--- config.mk ---
export PLATFORM = sky130hd
export DESIGN_NAME = oap_regs
export DESIGN_NICKNAME = d
export VERILOG_FILES = /design/src/shared/oap_pkg.sv /design/src/logic/oap_regs.sv /design/src/logic/oap_channel.sv
export SDC_FILE = /design/constraint.sdc
export NUM_CORES = 1
export LEC_CHECK = 0
export BUFFER_PORTS_ARGS = -buffer_cell sky130_fd_sc_hd__buf_4
export CAP_MARGIN = 20
export CORE_ASPECT_RATIO = 0.75
export CORE_UTILIZATION = 25
export CTS_CLUSTER_DIAMETER = 100
export DETAILED_ROUTE_END_ITERATION = 16
export PLACE_DENSITY_LB_ADDON = 0.25
export SYNTH_ARGS = -nofsm -noshare
export SYNTH_HDL_FRONTEND = slang
export SYNTH_HIERARCHICAL = 1
export SYNTH_SLANG_ARGS = --single-unit
--- constraint.sdc ---
create_clock -name clock -period 11.7 [get_ports clock]
set_input_delay 0.585 -clock clock [delete_from_list [all_inputs] [get_ports clock]]
set_output_delay 0.585 -clock clock [all_outputs]
set_load 0.1 [all_outputs]
--- src/shared/oap_pkg.sv ---
`default_nettype none
package oap_pkg;
  // Register offsets
  localparam logic [7:0] ADDR_LEFT_VOL = 8'h08;
  localparam logic [7:0] ADDR_RIGHT_VOL = 8'h09;
  localparam logic [7:0] ADDR_LEFT_PEAK_LO = 8'h0a;
  localparam logic [7:0] ADDR_LEFT_PEAK_HI = 8'h0b;
  localparam logic [7:0] ADDR_RIGHT_PEAK_LO = 8'h0c;
  localparam logic [7:0] ADDR_RIGHT_PEAK_HI = 8'h0d;
  // Reset and limit values
  localparam logic [7:0] VOL_RESET = 8'h7f;
  localparam logic [7:0] VOL_MAX = 8'h90;
  localparam logic [7:0] READ_ZERO = 8'h00;
  // Datapath shape
  localparam int SAMPLE_W = 24;
  localparam int PEAK_W = 16;
  localparam int DEC_RATIO = 64;
  localparam int HPF_SHIFT = 10;
  localparam int NUM_CH = 2;
  // Channel indices
  localparam int CH_LEFT = 0;
  localparam int CH_RIGHT = 1;
endpackage
`default_nettype wire

--- src/logic/oap_regs.sv ---
`timescale 1ns/100ps
`default_nettype none
module oap_regs (
  input wire logic clock, // System clock, 100 MHz
  input wire logic resetn, // Async reset, active low
  input wire logic power_down_n_pin, // Power-down pin, low powers down
  input wire logic power_control_bit, // Power-control bit, zero powers down
  input wire logic reg_wr, // Control-port write strobe
  input wire logic reg_rd, // Control-port read strobe
  input wire logic [7:0] reg_addr, // Control-port register address
  input wire logic [7:0] reg_wdata, // Control-port write data
  output logic [7:0] reg_rdata, // Read data, valid after read
  input wire logic left_mod_valid, // Left modulator word strobe
  input wire logic [oap_pkg::SAMPLE_W-1:0] left_mod_data, // Left modulator word
  input wire logic right_mod_valid, // Right modulator word strobe
  input wire logic [oap_pkg::SAMPLE_W-1:0] right_mod_data, // Right modulator word
  output logic left_out_valid, // Left output sample strobe
  output logic [oap_pkg::SAMPLE_W-1:0] left_out_data, // Left output sample
  output logic right_out_valid, // Right output sample strobe
  output logic [oap_pkg::SAMPLE_W-1:0] right_out_data, // Right output sample
  output logic [7:0] left_volume_code, // Left output volume code
  output logic [7:0] right_volume_code // Right output volume code
);
  import oap_pkg::*;

  typedef struct packed {
    logic pdn_meta;
    logic pdn_sync;
    logic [7:0] vol_l;
    logic [7:0] vol_r;
    logic [7:0] rdata;
  } oap_top_state_t;

  oap_top_state_t s_q, s_d;

  logic [NUM_CH-1:0] ch_mod_valid;
  logic [NUM_CH-1:0][SAMPLE_W-1:0] ch_mod_data;
  logic [NUM_CH-1:0] ch_clear;
  logic [NUM_CH-1:0] ch_out_valid;
  logic [NUM_CH-1:0][SAMPLE_W-1:0] ch_out_data;
  logic [NUM_CH-1:0][PEAK_W-1:0] ch_peak;
  logic powered_down;

  assign ch_mod_valid = {right_mod_valid, left_mod_valid};
  assign ch_mod_data = {right_mod_data, left_mod_data};

  // Peak clear: power-down, power-control bit, or high-byte read
  assign powered_down = !s_q.pdn_sync || !power_control_bit;
  assign ch_clear[CH_LEFT] = powered_down || (reg_rd && reg_addr == ADDR_LEFT_PEAK_HI);
  assign ch_clear[CH_RIGHT] = powered_down || (reg_rd && reg_addr == ADDR_RIGHT_PEAK_HI);

  // One independent capture per channel
  for (genvar c = 0; c < NUM_CH; c++) begin : g_ch
    oap_channel u_ch (
      .clock(clock),
      .resetn(resetn),
      .mod_valid(ch_mod_valid[c]),
      .mod_data(ch_mod_data[c]),
      .peak_clear(ch_clear[c]),
      .out_valid(ch_out_valid[c]),
      .out_data(ch_out_data[c]),
      .peak(ch_peak[c])
    );
  end

  // Pin sync, volume registers and read mux
  always_comb begin
    s_d = s_q;
    s_d.pdn_meta = power_down_n_pin;
    s_d.pdn_sync = s_q.pdn_meta;
    // Writes land on the volume outputs next cycle; power-control bit has no say
    if (reg_wr && reg_addr == ADDR_LEFT_VOL) begin
      s_d.vol_l = reg_wdata;
    end else if (reg_wr && reg_addr == ADDR_RIGHT_VOL) begin
      s_d.vol_r = reg_wdata;
    end
    // Pin low overrides any write
    if (!s_q.pdn_sync) begin
      s_d.vol_l = VOL_RESET;
      s_d.vol_r = VOL_RESET;
    end
    // Read data; the low byte is the host's first read of a pair
    if (reg_rd) begin
      if (reg_addr == ADDR_LEFT_VOL) begin
        s_d.rdata = s_q.vol_l;
      end else if (reg_addr == ADDR_RIGHT_VOL) begin
        s_d.rdata = s_q.vol_r;
      end else if (reg_addr == ADDR_LEFT_PEAK_LO) begin
        s_d.rdata = ch_peak[CH_LEFT][7:0];
      end else if (reg_addr == ADDR_LEFT_PEAK_HI) begin
        s_d.rdata = ch_peak[CH_LEFT][15:8];
      end else if (reg_addr == ADDR_RIGHT_PEAK_LO) begin
        s_d.rdata = ch_peak[CH_RIGHT][7:0];
      end else if (reg_addr == ADDR_RIGHT_PEAK_HI) begin
        s_d.rdata = ch_peak[CH_RIGHT][15:8];
      end else begin
        s_d.rdata = READ_ZERO;
      end
    end
  end

  // State register; pin sync resets to powered down
  always_ff @(posedge clock or negedge resetn) begin
    if (!resetn) begin
      s_q.pdn_meta <= 1'b0;
      s_q.pdn_sync <= 1'b0;
      s_q.vol_l <= VOL_RESET;
      s_q.vol_r <= VOL_RESET;
      s_q.rdata <= READ_ZERO;
    end else begin
      s_q <= s_d;
    end
  end

  assign reg_rdata = s_q.rdata;
  assign left_volume_code = s_q.vol_l;
  assign right_volume_code = s_q.vol_r;
  assign left_out_valid = ch_out_valid[CH_LEFT];
  assign left_out_data = ch_out_data[CH_LEFT];
  assign right_out_valid = ch_out_valid[CH_RIGHT];
  assign right_out_data = ch_out_data[CH_RIGHT];
endmodule
`default_nettype wire

--- src/logic/oap_channel.sv ---
`timescale 1ns/100ps
`default_nettype none
module oap_channel #(
  parameter int SW = oap_pkg::SAMPLE_W,
  parameter int PW = oap_pkg::PEAK_W,
  parameter int DEC = oap_pkg::DEC_RATIO,
  parameter int HSH = oap_pkg::HPF_SHIFT
) (
  input wire logic clock, // System clock
  input wire logic resetn, // Async reset, active low
  input wire logic mod_valid, // Modulator word strobe
  input wire logic [SW-1:0] mod_data, // Modulator word, two's complement
  input wire logic peak_clear, // Clear held peak
  output logic out_valid, // Output sample strobe
  output logic [SW-1:0] out_data, // Output sample, two's complement
  output logic [PW-1:0] peak // Held peak magnitude
);
  import oap_pkg::*;

  localparam int LD = $clog2(DEC);
  localparam int AW = SW + LD;
  localparam logic [LD-1:0] CNT_LAST = LD'(DEC - 1);
  localparam logic signed [SW-1:0] POS_MAX = {1'b0, {(SW-1){1'b1}}};
  localparam logic signed [SW-1:0] NEG_MIN = {1'b1, {(SW-1){1'b0}}};

  if (PW > SW - 1 || DEC < 2 || (1 << LD) != DEC || HSH < 1 || HSH >= SW) begin : g_bad
    $error("oap_channel: unsupported parameters");
  end

  typedef struct packed {
    logic [LD-1:0] cnt;
    logic [AW-1:0] acc;
    logic [SW-1:0] x_prev;
    logic [SW-1:0] y;
    logic valid;
    logic [PW-1:0] peak;
  } oap_ch_state_t;

  oap_ch_state_t s_q, s_d;

  logic [AW-1:0] acc_sum;
  logic signed [SW-1:0] dec_word;
  logic signed [SW+1:0] hp;
  logic signed [SW-1:0] y_new;
  logic [SW-1:0] mag;
  logic [PW-1:0] cand;
  logic [PW-1:0] held;

  // Decimation, DC removal and peak capture
  always_comb begin
    s_d = s_q;
    s_d.valid = 1'b0;
    acc_sum = s_q.acc + {{LD{mod_data[SW-1]}}, mod_data};
    dec_word = acc_sum[AW-1:LD];
    // Signed operands keep the shift arithmetic and the sum two's complement
    hp = $signed({{2{dec_word[SW-1]}}, dec_word}) - $signed({{2{s_q.x_prev[SW-1]}}, s_q.x_prev})
      + $signed({{2{s_q.y[SW-1]}}, s_q.y}) - ($signed({{2{s_q.y[SW-1]}}, s_q.y}) >>> HSH);
    // Saturate the filter output to the sample width; signed compares
    if (hp > $signed({2'b00, POS_MAX})) begin
      y_new = POS_MAX;
    end else if (hp < $signed({2'b11, NEG_MIN})) begin
      y_new = NEG_MIN;
    end else begin
      y_new = hp[SW-1:0];
    end
    // Magnitude; the most negative word is clipped to full scale
    if (y_new == NEG_MIN) begin
      mag = POS_MAX;
    end else if (y_new[SW-1]) begin
      mag = -y_new;
    end else begin
      mag = y_new;
    end
    cand = mag[SW-2 -: PW];
    // Clear applies first so a same-cycle sample is never lost
    held = peak_clear ? '0 : s_q.peak;
    s_d.peak = held;
    if (mod_valid) begin
      // One word per modulator tick, DEC ticks per output sample
      if (s_q.cnt == CNT_LAST) begin
        s_d.cnt = '0;
        s_d.acc = '0;
        s_d.x_prev = dec_word;
        s_d.y = y_new;
        s_d.valid = 1'b1;
        if (cand > held) begin
          s_d.peak = cand;
        end
      end else begin
        s_d.cnt = s_q.cnt + 1'b1;
        s_d.acc = acc_sum;
      end
    end
  end

  // State register
  always_ff @(posedge clock or negedge resetn) begin
    if (!resetn) begin
      s_q <= '0;
    end else begin
      s_q <= s_d;
    end
  end

  assign out_valid = s_q.valid;
  assign out_data = s_q.y;
  assign peak = s_q.peak;
endmodule
`default_nettype wire

# ---- Yosys cells after proc, flatten, opt, wreduce, memory -nomap -nowiden
# Cells that the tools add are included.
dict set report word_totals {
  output_inout_bits 74
  input_bits 72
  ff_bits 228
}
dict set report op_classes {
  eq_ne 13
  mux 28
  reduce_logical 12
  n_addsub 12
  n_lt_le_gt_ge 6
}
# op n
set op_table {}
lappend op_table {{2-to-1 mux 24 bit} 4}
lappend op_table {{2-to-1 mux 23 bit} 4}
lappend op_table {{2-to-1 mux 16 bit} 5}
lappend op_table {{2-to-1 mux 36 bit} 2}
lappend op_table {{2-to-1 mux 8 bit} 9}
lappend op_table {{2-to-1 mux 17 bit} 4}
lappend op_table {{adder 30 bit} 2}
lappend op_table {{adder 25 x 24 -> 26 bit} 2}
lappend op_table {{greater-than comparator 26 x 24 -> 1 bit (second input constant)} 2}
lappend op_table {{< comparator 26 x 24 -> 1 bit (second input constant)} 2}
lappend op_table {{subtractor 26 x 14 -> 26 bit} 2}
lappend op_table {{subtractor 24 x 24 -> 25 bit} 2}
lappend op_table {{equality test 24 bit (second input constant)} 2}
lappend op_table {{equality test 8 x 4 -> 1 bit (second input constant)} 6}
lappend op_table {{negator 23 bit} 2}
lappend op_table {{greater-than comparator 16 bit} 2}
lappend op_table {{adder 6 x 1 -> 6 bit (second input constant)} 2}
lappend op_table {{equality test 6 bit (second input constant)} 2}
lappend op_table {{AND reduction 2 bit} 3}
lappend op_table {{logical AND 1 bit} 4}
lappend op_table {{!= test 2 x 1 -> 1 bit (second input constant)} 2}
lappend op_table {{logical OR 1 bit} 3}
lappend op_table {{zero test 1 bit} 2}
lappend op_table {{!= test 2 bit (second input constant)} 1}

# ---- Depth between registers and ports, before layout
# Gate-level depths: netlist of run 1.
dict set report logic_depth {
  ltp_word 14
  ltp_mapped 42
  depth_no_buf 39
}

# ---- Hierarchy
# Netlist of run 1, hierarchy kept.
# mod cells_per_inst area_per_inst_um2 n_inst
set by_module_without_submodules {}
lappend by_module_without_submodules {{oap_channel at g_ch[0].u_ch} 1074 9551.7 1}
lappend by_module_without_submodules {{oap_channel at g_ch[1].u_ch} 1048 9339.0 1}
lappend by_module_without_submodules {oap_regs 198 1734.2 1}

# ---- Least setup slack after synthesis of run 1
# OpenSTA, ideal clock, no wires.
dict set report synth_path {
  kind {in2reg}
  from {in right_mod_data[0] (netlist bit)}
  to {reg g_ch[1].u_ch.s_q, in the netlist g_ch[1].u_ch/peak[10]}
  setup_slack_ns 2.808
  cell_stages 39
  n_path_buf 3
  setup_ns 0.081
  t_required_ns 11.619
  arrival_ns 8.811
  path_cell_list {ha_1 -> inv_1 -> fa_1 -> nand2b_1 -> a21oi_1 -> nor4b_1 -> o31ai_1 -> a221oi_1 -> nor4_1 -> o31a_1 -> o21a_1 -> nor2_1 -> xor2_1 -> fa_1 -> inv_1 -> ha_1 -> or2_2 -> o311ai_0 -> [3 not listed] -> clkbuf_1 -> clkbuf_1 -> a31o_2 -> a21oi_1 -> inv_1 -> ha_1 -> nor2b_1 -> o21a_1 -> o21a_1 -> o21a_1 -> o21a_1 -> o21ai_0 -> nand2b_1 -> a21oi_1 -> or3_1 -> a211oi_1 -> clkbuf_1 -> mux2i_1}
}
# element line
set synth_lines {}
lappend synth_lines {{start: declaration} oap_regs.sv:16} ;# input wire logic [oap_pkg::SAMPLE_W-1:0] right_mod_data,
lappend synth_lines {{end signal: assignment} oap_channel.sv:99} ;# s_q <= '0;
lappend synth_lines {{end signal: assignment} oap_channel.sv:101} ;# s_q <= s_d;
lappend synth_lines {{end: declaration} oap_channel.sv:39} ;# oap_ch_state_t s_q, s_d;

==> out/qor.txt, run 1 <==
FLOORPLANNING
--------------------------------------------------------------------------------------------------
Overall die height ..................................................................       251 um
Die Outline Area ....................................................................    83700 um2
Width of the die ....................................................................       334 um
Initial core utilization ............................................................        25.4%
I/O pin count .......................................................................          146
Row Count ...........................................................................           90
Area of the core ....................................................................    81100 um2

GLOBAL ROUTE
--------------------------------------------------------------------------------------------------
Most congested layer reported by global routing .....................................         met1
Met2 Resource Use GR ................................................................        21.4%
Number of antenna violations at the first check in global routing ...................            0
GR met1 Demand/Resource .............................................................        21.6%
Wire length of the first global-routing pass ........................................      96.2 mm
Largest net degree at the start of global routing ...................................           77
Overall routing resource usage ......................................................        14.3%
Met3 Resource Use GR ................................................................        2.14%
Congestion Overflow GR ..............................................................            0
Number of global-route vias before repair ...........................................        16583

DRT
--------------------------------------------------------------------------------------------------
Wire per inst .......................................................................      17.7 um
Vias per inst .......................................................................         4.95
Vias after detailed routing .........................................................        16811
Detailed Routing Iterations Pass 1 ..................................................            7
Sum of routed wire length over all layers ...........................................      60.1 mm
Initial drt markers .................................................................          981
Remaining design rule violation count ...............................................            0
Antenna viol nets, final ............................................................            0

CRITICAL PATH
--------------------------------------------------------------------------------------------------
Worst R2R Start ..................................................................... g_ch[1].u_ch/s_q[65]$_DFFE_PN0P_
End point of the critical path ...................................................... g_ch[1].u_ch/peak[5]$_DFF_PN0_
Setup slack of the most critical reg-to-reg path ....................................      1.56 ns
Critical path class ................................................................. register to register
Critical Path Max Stage Delay .......................................................      0.74 ns
Critical-path cell with the highest stage delay ..................................... sky130_fd_sc_hd__a211oi_2
Data arrival, critical path .........................................................     10.60 ns
CP startpoint kind ..................................................................     register
Max FO, Critical Path ...............................................................           13
Critical Path Source ................................................................ g_ch[1].u_ch/s_q[65]$_DFFE_PN0P_
Reg-to-reg endpoint ................................................................. g_ch[1].u_ch/peak[5]$_DFF_PN0_
Capturing element type of the critical path .........................................     register
Critical path required time .........................................................     12.16 ns
Most used cell along the critical path .............................................. sky130_fd_sc_hd__o21a_1
Cells on worst reg2reg path .........................................................           37

CLOCKING
--------------------------------------------------------------------------------------------------
Clock tree root driver cell ......................................................... sky130_fd_sc_hd__clkbuf_16
Clock buffer count from CTS .........................................................           29
Number of buffers inserted by hold repair at cts ....................................            1
Clock transition time at the flip-flop clock pins of the worst setup and hold paths .      0.06 ns
Clock tree from TritonCTS ...........................................................        built
# Post-CTS Setup Buffers ............................................................            0
Max clock buf depth .................................................................            3
Maximum level of the CTS H-tree .....................................................            1
Post_cts resized ....................................................................            0
Total clock sinks ...................................................................          228
Insertion delay of the later-clocked pin in the worst-skew pair .....................      0.61 ns

SYNTH
--------------------------------------------------------------------------------------------------
Ranking of synthesized cells by area ................................................ sky130_fd_sc_hd__dfrtp_1 26%, sky130_fd_sc_hd__fa_1 9.5%, sky130_fd_sc_hd__ha_1 9.0%
Sequential share of the synthesized area ............................................        27.7%
Count of yosys warnings during synthesis ............................................            6
Dominant register cell in the synthesized netlist ................................... sky130_fd_sc_hd__dfrtp_1
Largest area contributor in the netlist ............................................. sky130_fd_sc_hd__dfrtp_1
Post-synthesis sequential element count .............................................          228
Cells after synthesis ...............................................................         2320
Cell Area, Synth ....................................................................    20600 um2
Number of enable flip-flop cells after synthesis ....................................            0
Share of the synthesized area in the top cell type ..................................        26.0%
Ys async rst share ..................................................................         100%
Post-synthesis cell type count ......................................................          104
Mean instance size in the synthesized netlist .......................................     8.89 um2
Post-Syn Nets .......................................................................         2638

STA
--------------------------------------------------------------------------------------------------
Post-route setup TNS ................................................................         0 ns
Fin crit period .....................................................................     10.14 ns
Number of failing hold endpoints at the final stage .................................            0
Fin Clk Skew ........................................................................    0.0371 ns
Setup-violating endpoint count in the final report ..................................            0
Fin. max-slew vios ..................................................................            0
Final cycle utilization of the critical path ........................................        86.7%
Headroom to the max-slew limit ......................................................        31.0%
Achievable Freq .....................................................................   0.0986 GHz
Unrepaired setup endpoints after global routing .....................................        false
Measured slew at the worst slew-check pin ...........................................      1.03 ns

OUTCOME
--------------------------------------------------------------------------------------------------
Outcome ............................................................................. complete, no violations

PLACEMENT
--------------------------------------------------------------------------------------------------
HPWL after detailed placement .......................................................      46.9 mm
Number of buffers added on ports ....................................................          145
Placed inst area ....................................................................    22000 um2
Final RePlAce weighted congestion ...................................................        0.871

LAYOUT
--------------------------------------------------------------------------------------------------
Area Growth Syn to Fin ..............................................................        11.8%
Most frequent cells in the layout ................................................... 214 x sky130_fd_sc_hd__dfrtp_1, 204 x sky130_fd_sc_hd__nand2_1, 180 x sky130_fd_sc_hd__o21ai_0
Most frequent standard cell in the layout excluding fill and tap cells .............. sky130_fd_sc_hd__dfrtp_1
Finished layout cell area ...........................................................    23100 um2
Net count, final ....................................................................         2635
Share of post-route cells with drive strength above 1 ...............................        12.8%
Total inserted antenna cells ........................................................            0

WORST HOLD PATH
--------------------------------------------------------------------------------------------------
Worst min-delay path category ....................................................... primary input to register
Worst hold path cell count ..........................................................            1

RUN
--------------------------------------------------------------------------------------------------
Max Cap Viol ........................................................................            0

metal layers:
metal	vias up	wire (um)
met2	338	25600
met4	0	956
met1	8235	30800
li1	8185	-
met5	-	0
met3	53	2680
worst max-delay path, delay by kind of cell (launching register included):
| kind | cells | cell delay (ns) |
|---|---|---|
| compound gates | 16 | 3.76 |
| simple gates | 11 | 3.07 |
| fa+ha+maj | 5 | 1.59 |
| buf+inv | 3 | 0.47 |
| xor+xnor | 1 | 0.38 |
| flops | 1 | 0.35 |
| mux | 1 | 0.35 |
metrics by stage:
stage / std cells / utilization (%) / setup slack (ns) / hold slack, ns
after CTS: 3397 / 28.4 / 1.53 / 0.0858
after global placement: 3342 / 27.1 / 1.63 / 0.345
final: 3398 / 28.4 / 1.56 / 0.119
after floorplan: 2320 / - / 2.81 / 0.289
after detailed placement: 3342 / 27.1 / 1.33 / 0.346
after global routing: 3398 / 28.4 / 0.541 / 0.0940
cells in the mapped netlist, types with 12 or more instances:
cell                        count
sky130_fd_sc_hd__dfrtp_1      214
sky130_fd_sc_hd__nand2_1      204
sky130_fd_sc_hd__o21ai_0      180
sky130_fd_sc_hd__inv_1        175
sky130_fd_sc_hd__a21oi_1      165
sky130_fd_sc_hd__ha_1         148
sky130_fd_sc_hd__nor2_1       124
sky130_fd_sc_hd__buf_4        106
sky130_fd_sc_hd__fa_1          98
sky130_fd_sc_hd__clkbuf_1      78
sky130_fd_sc_hd__xnor2_1       65
sky130_fd_sc_hd__a21o_1        50
sky130_fd_sc_hd__nand3_1       49
sky130_fd_sc_hd__nand2b_1      41
sky130_fd_sc_hd__a211oi_1      40
sky130_fd_sc_hd__xor2_1        36
sky130_fd_sc_hd__mux2i_1       34
sky130_fd_sc_hd__nor3_1        34
sky130_fd_sc_hd__a22o_1        32
sky130_fd_sc_hd__o21a_1        31
sky130_fd_sc_hd__o2bb2ai_1     28
sky130_fd_sc_hd__a31oi_1       26
sky130_fd_sc_hd__nor2b_1       23
sky130_fd_sc_hd__nand4_1       19
sky130_fd_sc_hd__o211ai_1      19
sky130_fd_sc_hd__o31ai_1       18
sky130_fd_sc_hd__and3_1        16
sky130_fd_sc_hd__o22ai_1       15
sky130_fd_sc_hd__dfstp_2       14
sky130_fd_sc_hd__or3_1         13
sky130_fd_sc_hd__or2_2         12
cell type report:
class,instances,area [um2]
Clock buffer,40,817
Clock inverter,14,211
Fill cell,8618,58000
Inverter,177,664
Multi-Input combinational cell,1713,13000
Sequential cell,228,5720
Tap cell,1058,1320
Timing Repair Buffer,168,1290
cell families after synthesis:
logic type | synth area share (%)
buffers and inverters | 9.21
and+or+nand+nor | 14.6
AOI/OAI and AO/OA | 23.4
adders and majority gates | 18.5
xor gates and xnor gates | 4.37
DFF | 27.7
muxes | 2.11
flip-flops by register name, indices dropped and copies added, names as in the netlist:
register,flops
g_ch.u_ch/peak,32
s_d,1
s_q,1
left_volume_code,8
g_ch.u_ch/s_q,120
reg_rdata,8
g_ch.u_ch/out_valid,2
g_ch.u_ch/out_data,48
right_volume_code,8
worst min-delay path by stage:
stage	start	to	slack, ns
after floorplan	resetn	g_ch[0].u_ch/out_data[0]$_DFFE_PN0P_	0.29
after global placement	s_d[24]$_DFF_PN0_	s_q[24]$_DFF_PN0_	0.35
after detailed placement	s_d[24]$_DFF_PN0_	s_q[24]$_DFF_PN0_	0.35
after CTS	power_down_n_pin	s_d[24]$_DFF_PN0_	0.09
after global routing	power_down_n_pin	s_d[24]$_DFF_PN0_	0.09
final	power_down_n_pin	s_d[24]$_DFF_PN0_	0.12
Power of run 1 is not shown: default switching activity piles up to over one toggle a cycle in this logic, so the estimate is an artifact.
==> run 2: changes to the inputs <==
--- a/config.mk
+++ b/config.mk
@@ -11,7 +11,6 @@
 export CORE_UTILIZATION = 25
 export CTS_CLUSTER_DIAMETER = 100
 export DETAILED_ROUTE_END_ITERATION = 16
-export PLACE_DENSITY_LB_ADDON = 0.25
 export SYNTH_ARGS = -nofsm -noshare
 export SYNTH_HDL_FRONTEND = slang
 export SYNTH_HIERARCHICAL = 1
==> out/qor.txt, run 2 (synthesized netlist as in run 1, its figures left out) <==
CRITICAL PATH
--------------------------------------------------------------------------------------------------
Data arrival, critical path .........................................................     10.45 ns   -0.15 ns
Max FO, Critical Path ...............................................................           13   unchanged
Cells on worst reg2reg path .........................................................           37   unchanged
Count of buffer and inverter cells on the critical path .............................            3   unchanged
Reg-to-reg endpoint ................................................................. g_ch[1].u_ch/peak[5]$_DFF_PN0_
Worst R2R Start ..................................................................... g_ch[1].u_ch/s_q[69]$_DFFE_PN0P_
Dominant delay contributor by cell family on the critical path ...................... compound AO/OA/AOI/OAI gates
CP startpoint kind ..................................................................     register
Critical Path Max Stage Delay .......................................................      0.73 ns   about the same
Critical path required time .........................................................     12.17 ns   about the same
Critical path class ................................................................. register to register
Critical-path cell with the highest stage delay ..................................... sky130_fd_sc_hd__a211oi_2
Capturing element type of the critical path .........................................     register
Most used cell along the critical path .............................................. sky130_fd_sc_hd__o21a_1
Setup slack of the most critical reg-to-reg path ....................................      1.72 ns   +0.16 ns

PLACEMENT
--------------------------------------------------------------------------------------------------
Final RePlAce weighted congestion ...................................................        0.886   +1.7%
HPWL after detailed placement .......................................................      44.7 mm   -4.7%
Number of buffers added on ports ....................................................          145   unchanged
Post-Place Cells ....................................................................         3344   +0.060%

DRT
--------------------------------------------------------------------------------------------------
Sum of routed wire length over all layers ...........................................      57.4 mm   -4.5%
Vias after detailed routing .........................................................        16875   +0.38%
Vias per inst .......................................................................         4.96   +0.35%
Detailed Routing Iterations Pass 1 ..................................................            5   -2
Wire per inst .......................................................................      16.9 um   -4.6%
Initial drt markers .................................................................         1401   +43%
Remaining design rule violation count ...............................................            0   unchanged
Antenna viol nets, final ............................................................            0   unchanged

STA
--------------------------------------------------------------------------------------------------
Achievable Freq .....................................................................    0.100 GHz   +1.6%
Fin crit period .....................................................................      9.98 ns   -0.164 ns
Setup-violating endpoint count in the final report ..................................            0   unchanged
Unrepaired setup endpoints after global routing .....................................        false
Fin Clk Skew ........................................................................    0.0269 ns   -0.0102 ns
Headroom to the max-slew limit ......................................................        28.7%   -2.4 points
Number of failing hold endpoints at the final stage .................................            0   unchanged
Measured slew at the worst slew-check pin ...........................................      1.06 ns   +0.0262 ns
Final cycle utilization of the critical path ........................................        85.3%   -1.4 points
Hold slack final ....................................................................     0.107 ns   -0.0122 ns
Fin. max-slew vios ..................................................................            0   unchanged
Post-route setup TNS ................................................................         0 ns   unchanged

CLOCKING
--------------------------------------------------------------------------------------------------
Clock buffer count from CTS .........................................................           29   unchanged
Insertion delay of the later-clocked pin in the worst-skew pair .....................      0.60 ns   about the same
Post_cts resized ....................................................................            0   unchanged
Clock tree from TritonCTS ...........................................................        built
Clock transition time at the flip-flop clock pins of the worst setup and hold paths .      0.06 ns   about the same
Maximum level of the CTS H-tree .....................................................            1   unchanged
Max clock buf depth .................................................................            3   unchanged
Clock tree root driver cell ......................................................... sky130_fd_sc_hd__clkbuf_16
Total clock sinks ...................................................................          228   unchanged

LAYOUT
--------------------------------------------------------------------------------------------------
Max FFs per register ................................................................          120   unchanged
Share of post-route cells with drive strength above 1 ...............................        12.6%   -0.18 points
Number of cells in the finished layout apart from fillers ...........................         3399   +0.029%
Seq. cell area ......................................................................     5720 um2   unchanged
Largest reg by FF count ............................................................. g_ch.u_ch/s_q
Net count, final ....................................................................         2636   +0.038%
Most frequent cells in the layout ................................................... 214 x sky130_fd_sc_hd__dfrtp_1, 204 x sky130_fd_sc_hd__nand2_1, 180 x sky130_fd_sc_hd__o21ai_0
Most frequent standard cell in the layout excluding fill and tap cells .............. sky130_fd_sc_hd__dfrtp_1
Layout filler cell count ............................................................         8621   +0.035%
Total inserted antenna cells ........................................................            0   unchanged
Area used by multi-input combinational logic ........................................    13000 um2   about the same
Area Growth Syn to Fin ..............................................................        11.4%

WORST HOLD PATH
--------------------------------------------------------------------------------------------------
Worst hold path cell count ..........................................................            1   unchanged
Startpoint of the worst hold path ................................................... power_down_n_pin
Hold Path End ....................................................................... s_d[24]$_DFF_PN0_
Worst min-delay path category ....................................................... primary input to register

GLOBAL ROUTE
--------------------------------------------------------------------------------------------------
Number of antenna violations at the first check in global routing ...................            0   unchanged
Congestion Overflow GR ..............................................................            0   unchanged
GR met1 Demand/Resource .............................................................        21.9%   +0.31 points
Met3 Resource Use GR ................................................................        1.80%   -0.34 points
Overall routing resource usage ......................................................        13.6%   -0.71 points
Most congested layer reported by global routing .....................................         met1
Met2 Resource Use GR ................................................................        19.0%   -2.4 points
Largest net degree at the start of global routing ...................................          155   +100%
Wire length of the first global-routing pass ........................................      92.3 mm   -4.0%
Number of global-route vias before repair ...........................................        15924   -4.0%

FLOORPLANNING
--------------------------------------------------------------------------------------------------
Overall die height ..................................................................       251 um   unchanged
Initial core utilization ............................................................        25.4%   unchanged
I/O pin count .......................................................................          146   unchanged
Row Count ...........................................................................           90   unchanged
Width of the die ....................................................................       334 um   unchanged
Area of the core ....................................................................    81100 um2   unchanged
Die Outline Area ....................................................................    83700 um2   unchanged

OUTCOME
--------------------------------------------------------------------------------------------------
Outcome ............................................................................. complete, no violations

RUN
--------------------------------------------------------------------------------------------------
Max Cap Viol ........................................................................            0   unchanged

run 2: changes by cell type in the layout (fill, tap and decap cells not counted), sizes merged:
cell,delta
buf,+1
bufinv,-4
clkbuf,+5
clkinv,-4
clkinvlp,+2
inv,+1
run 2: layer usage:
layer | wire [um] | vias up | share of wire (%)
met5 | 0 | - | 0
met4 | 916 | 0 | 1.6
met3 | 3470 | 41 | 6.1
met2 | 22800 | 487 | 40
met1 | 30200 | 8169 | 53
li1 | - | 8178 | -
run 2: worst max-delay path by stage:
stage	startpoint	end	slack, ns	cells after the start
2_1_floorplan	right_mod_data[0]	g_ch[1].u_ch/peak[10]$_DFF_PN0_	2.81	39
3_3_place_gp	right_mod_data[4]	g_ch[1].u_ch/peak[5]$_DFF_PN0_	1.69	38
3_5_place_dp	right_mod_data[4]	g_ch[1].u_ch/peak[5]$_DFF_PN0_	1.59	38
4_1_cts	g_ch[1].u_ch/s_q[69]$_DFFE_PN0P_	g_ch[1].u_ch/peak[5]$_DFF_PN0_	1.83	37
5_1_grt	g_ch[1].u_ch/s_q[66]$_DFFE_PN0P_	g_ch[1].u_ch/peak[11]$_DFF_PN0_	0.92	37
6_report	g_ch[1].u_ch/s_q[69]$_DFFE_PN0P_	g_ch[1].u_ch/peak[5]$_DFF_PN0_	1.72	37
run 2: repair_timing:
item                      in CTS  in global routing
hold buffers                   1                  0
setup buffers                  0                  0
hold endpoints to repair      13                  0
run 2: layout make-up:
class	count	area share, %
clock buffers	45	3.72
repair buffers	169	5.62
flip-flops and latches	228	24.9
multi-input cells	1713	56.7
inverters	177	2.89
clock inverters	9	0.430
well taps	1058	5.76
run 2: per-stage QoR:
step                      util, %  setup slack, ns  cell area (um2)
final                        28.4             1.72            23000
after global routing         28.4            0.923            23000
after global placement       27.2             1.69            22000
after CTS                    28.4             1.83            23000
after floorplan                 -             2.81            20600
after detailed placement     27.2             1.59            22000
Power of run 2 is left out for the same reason.
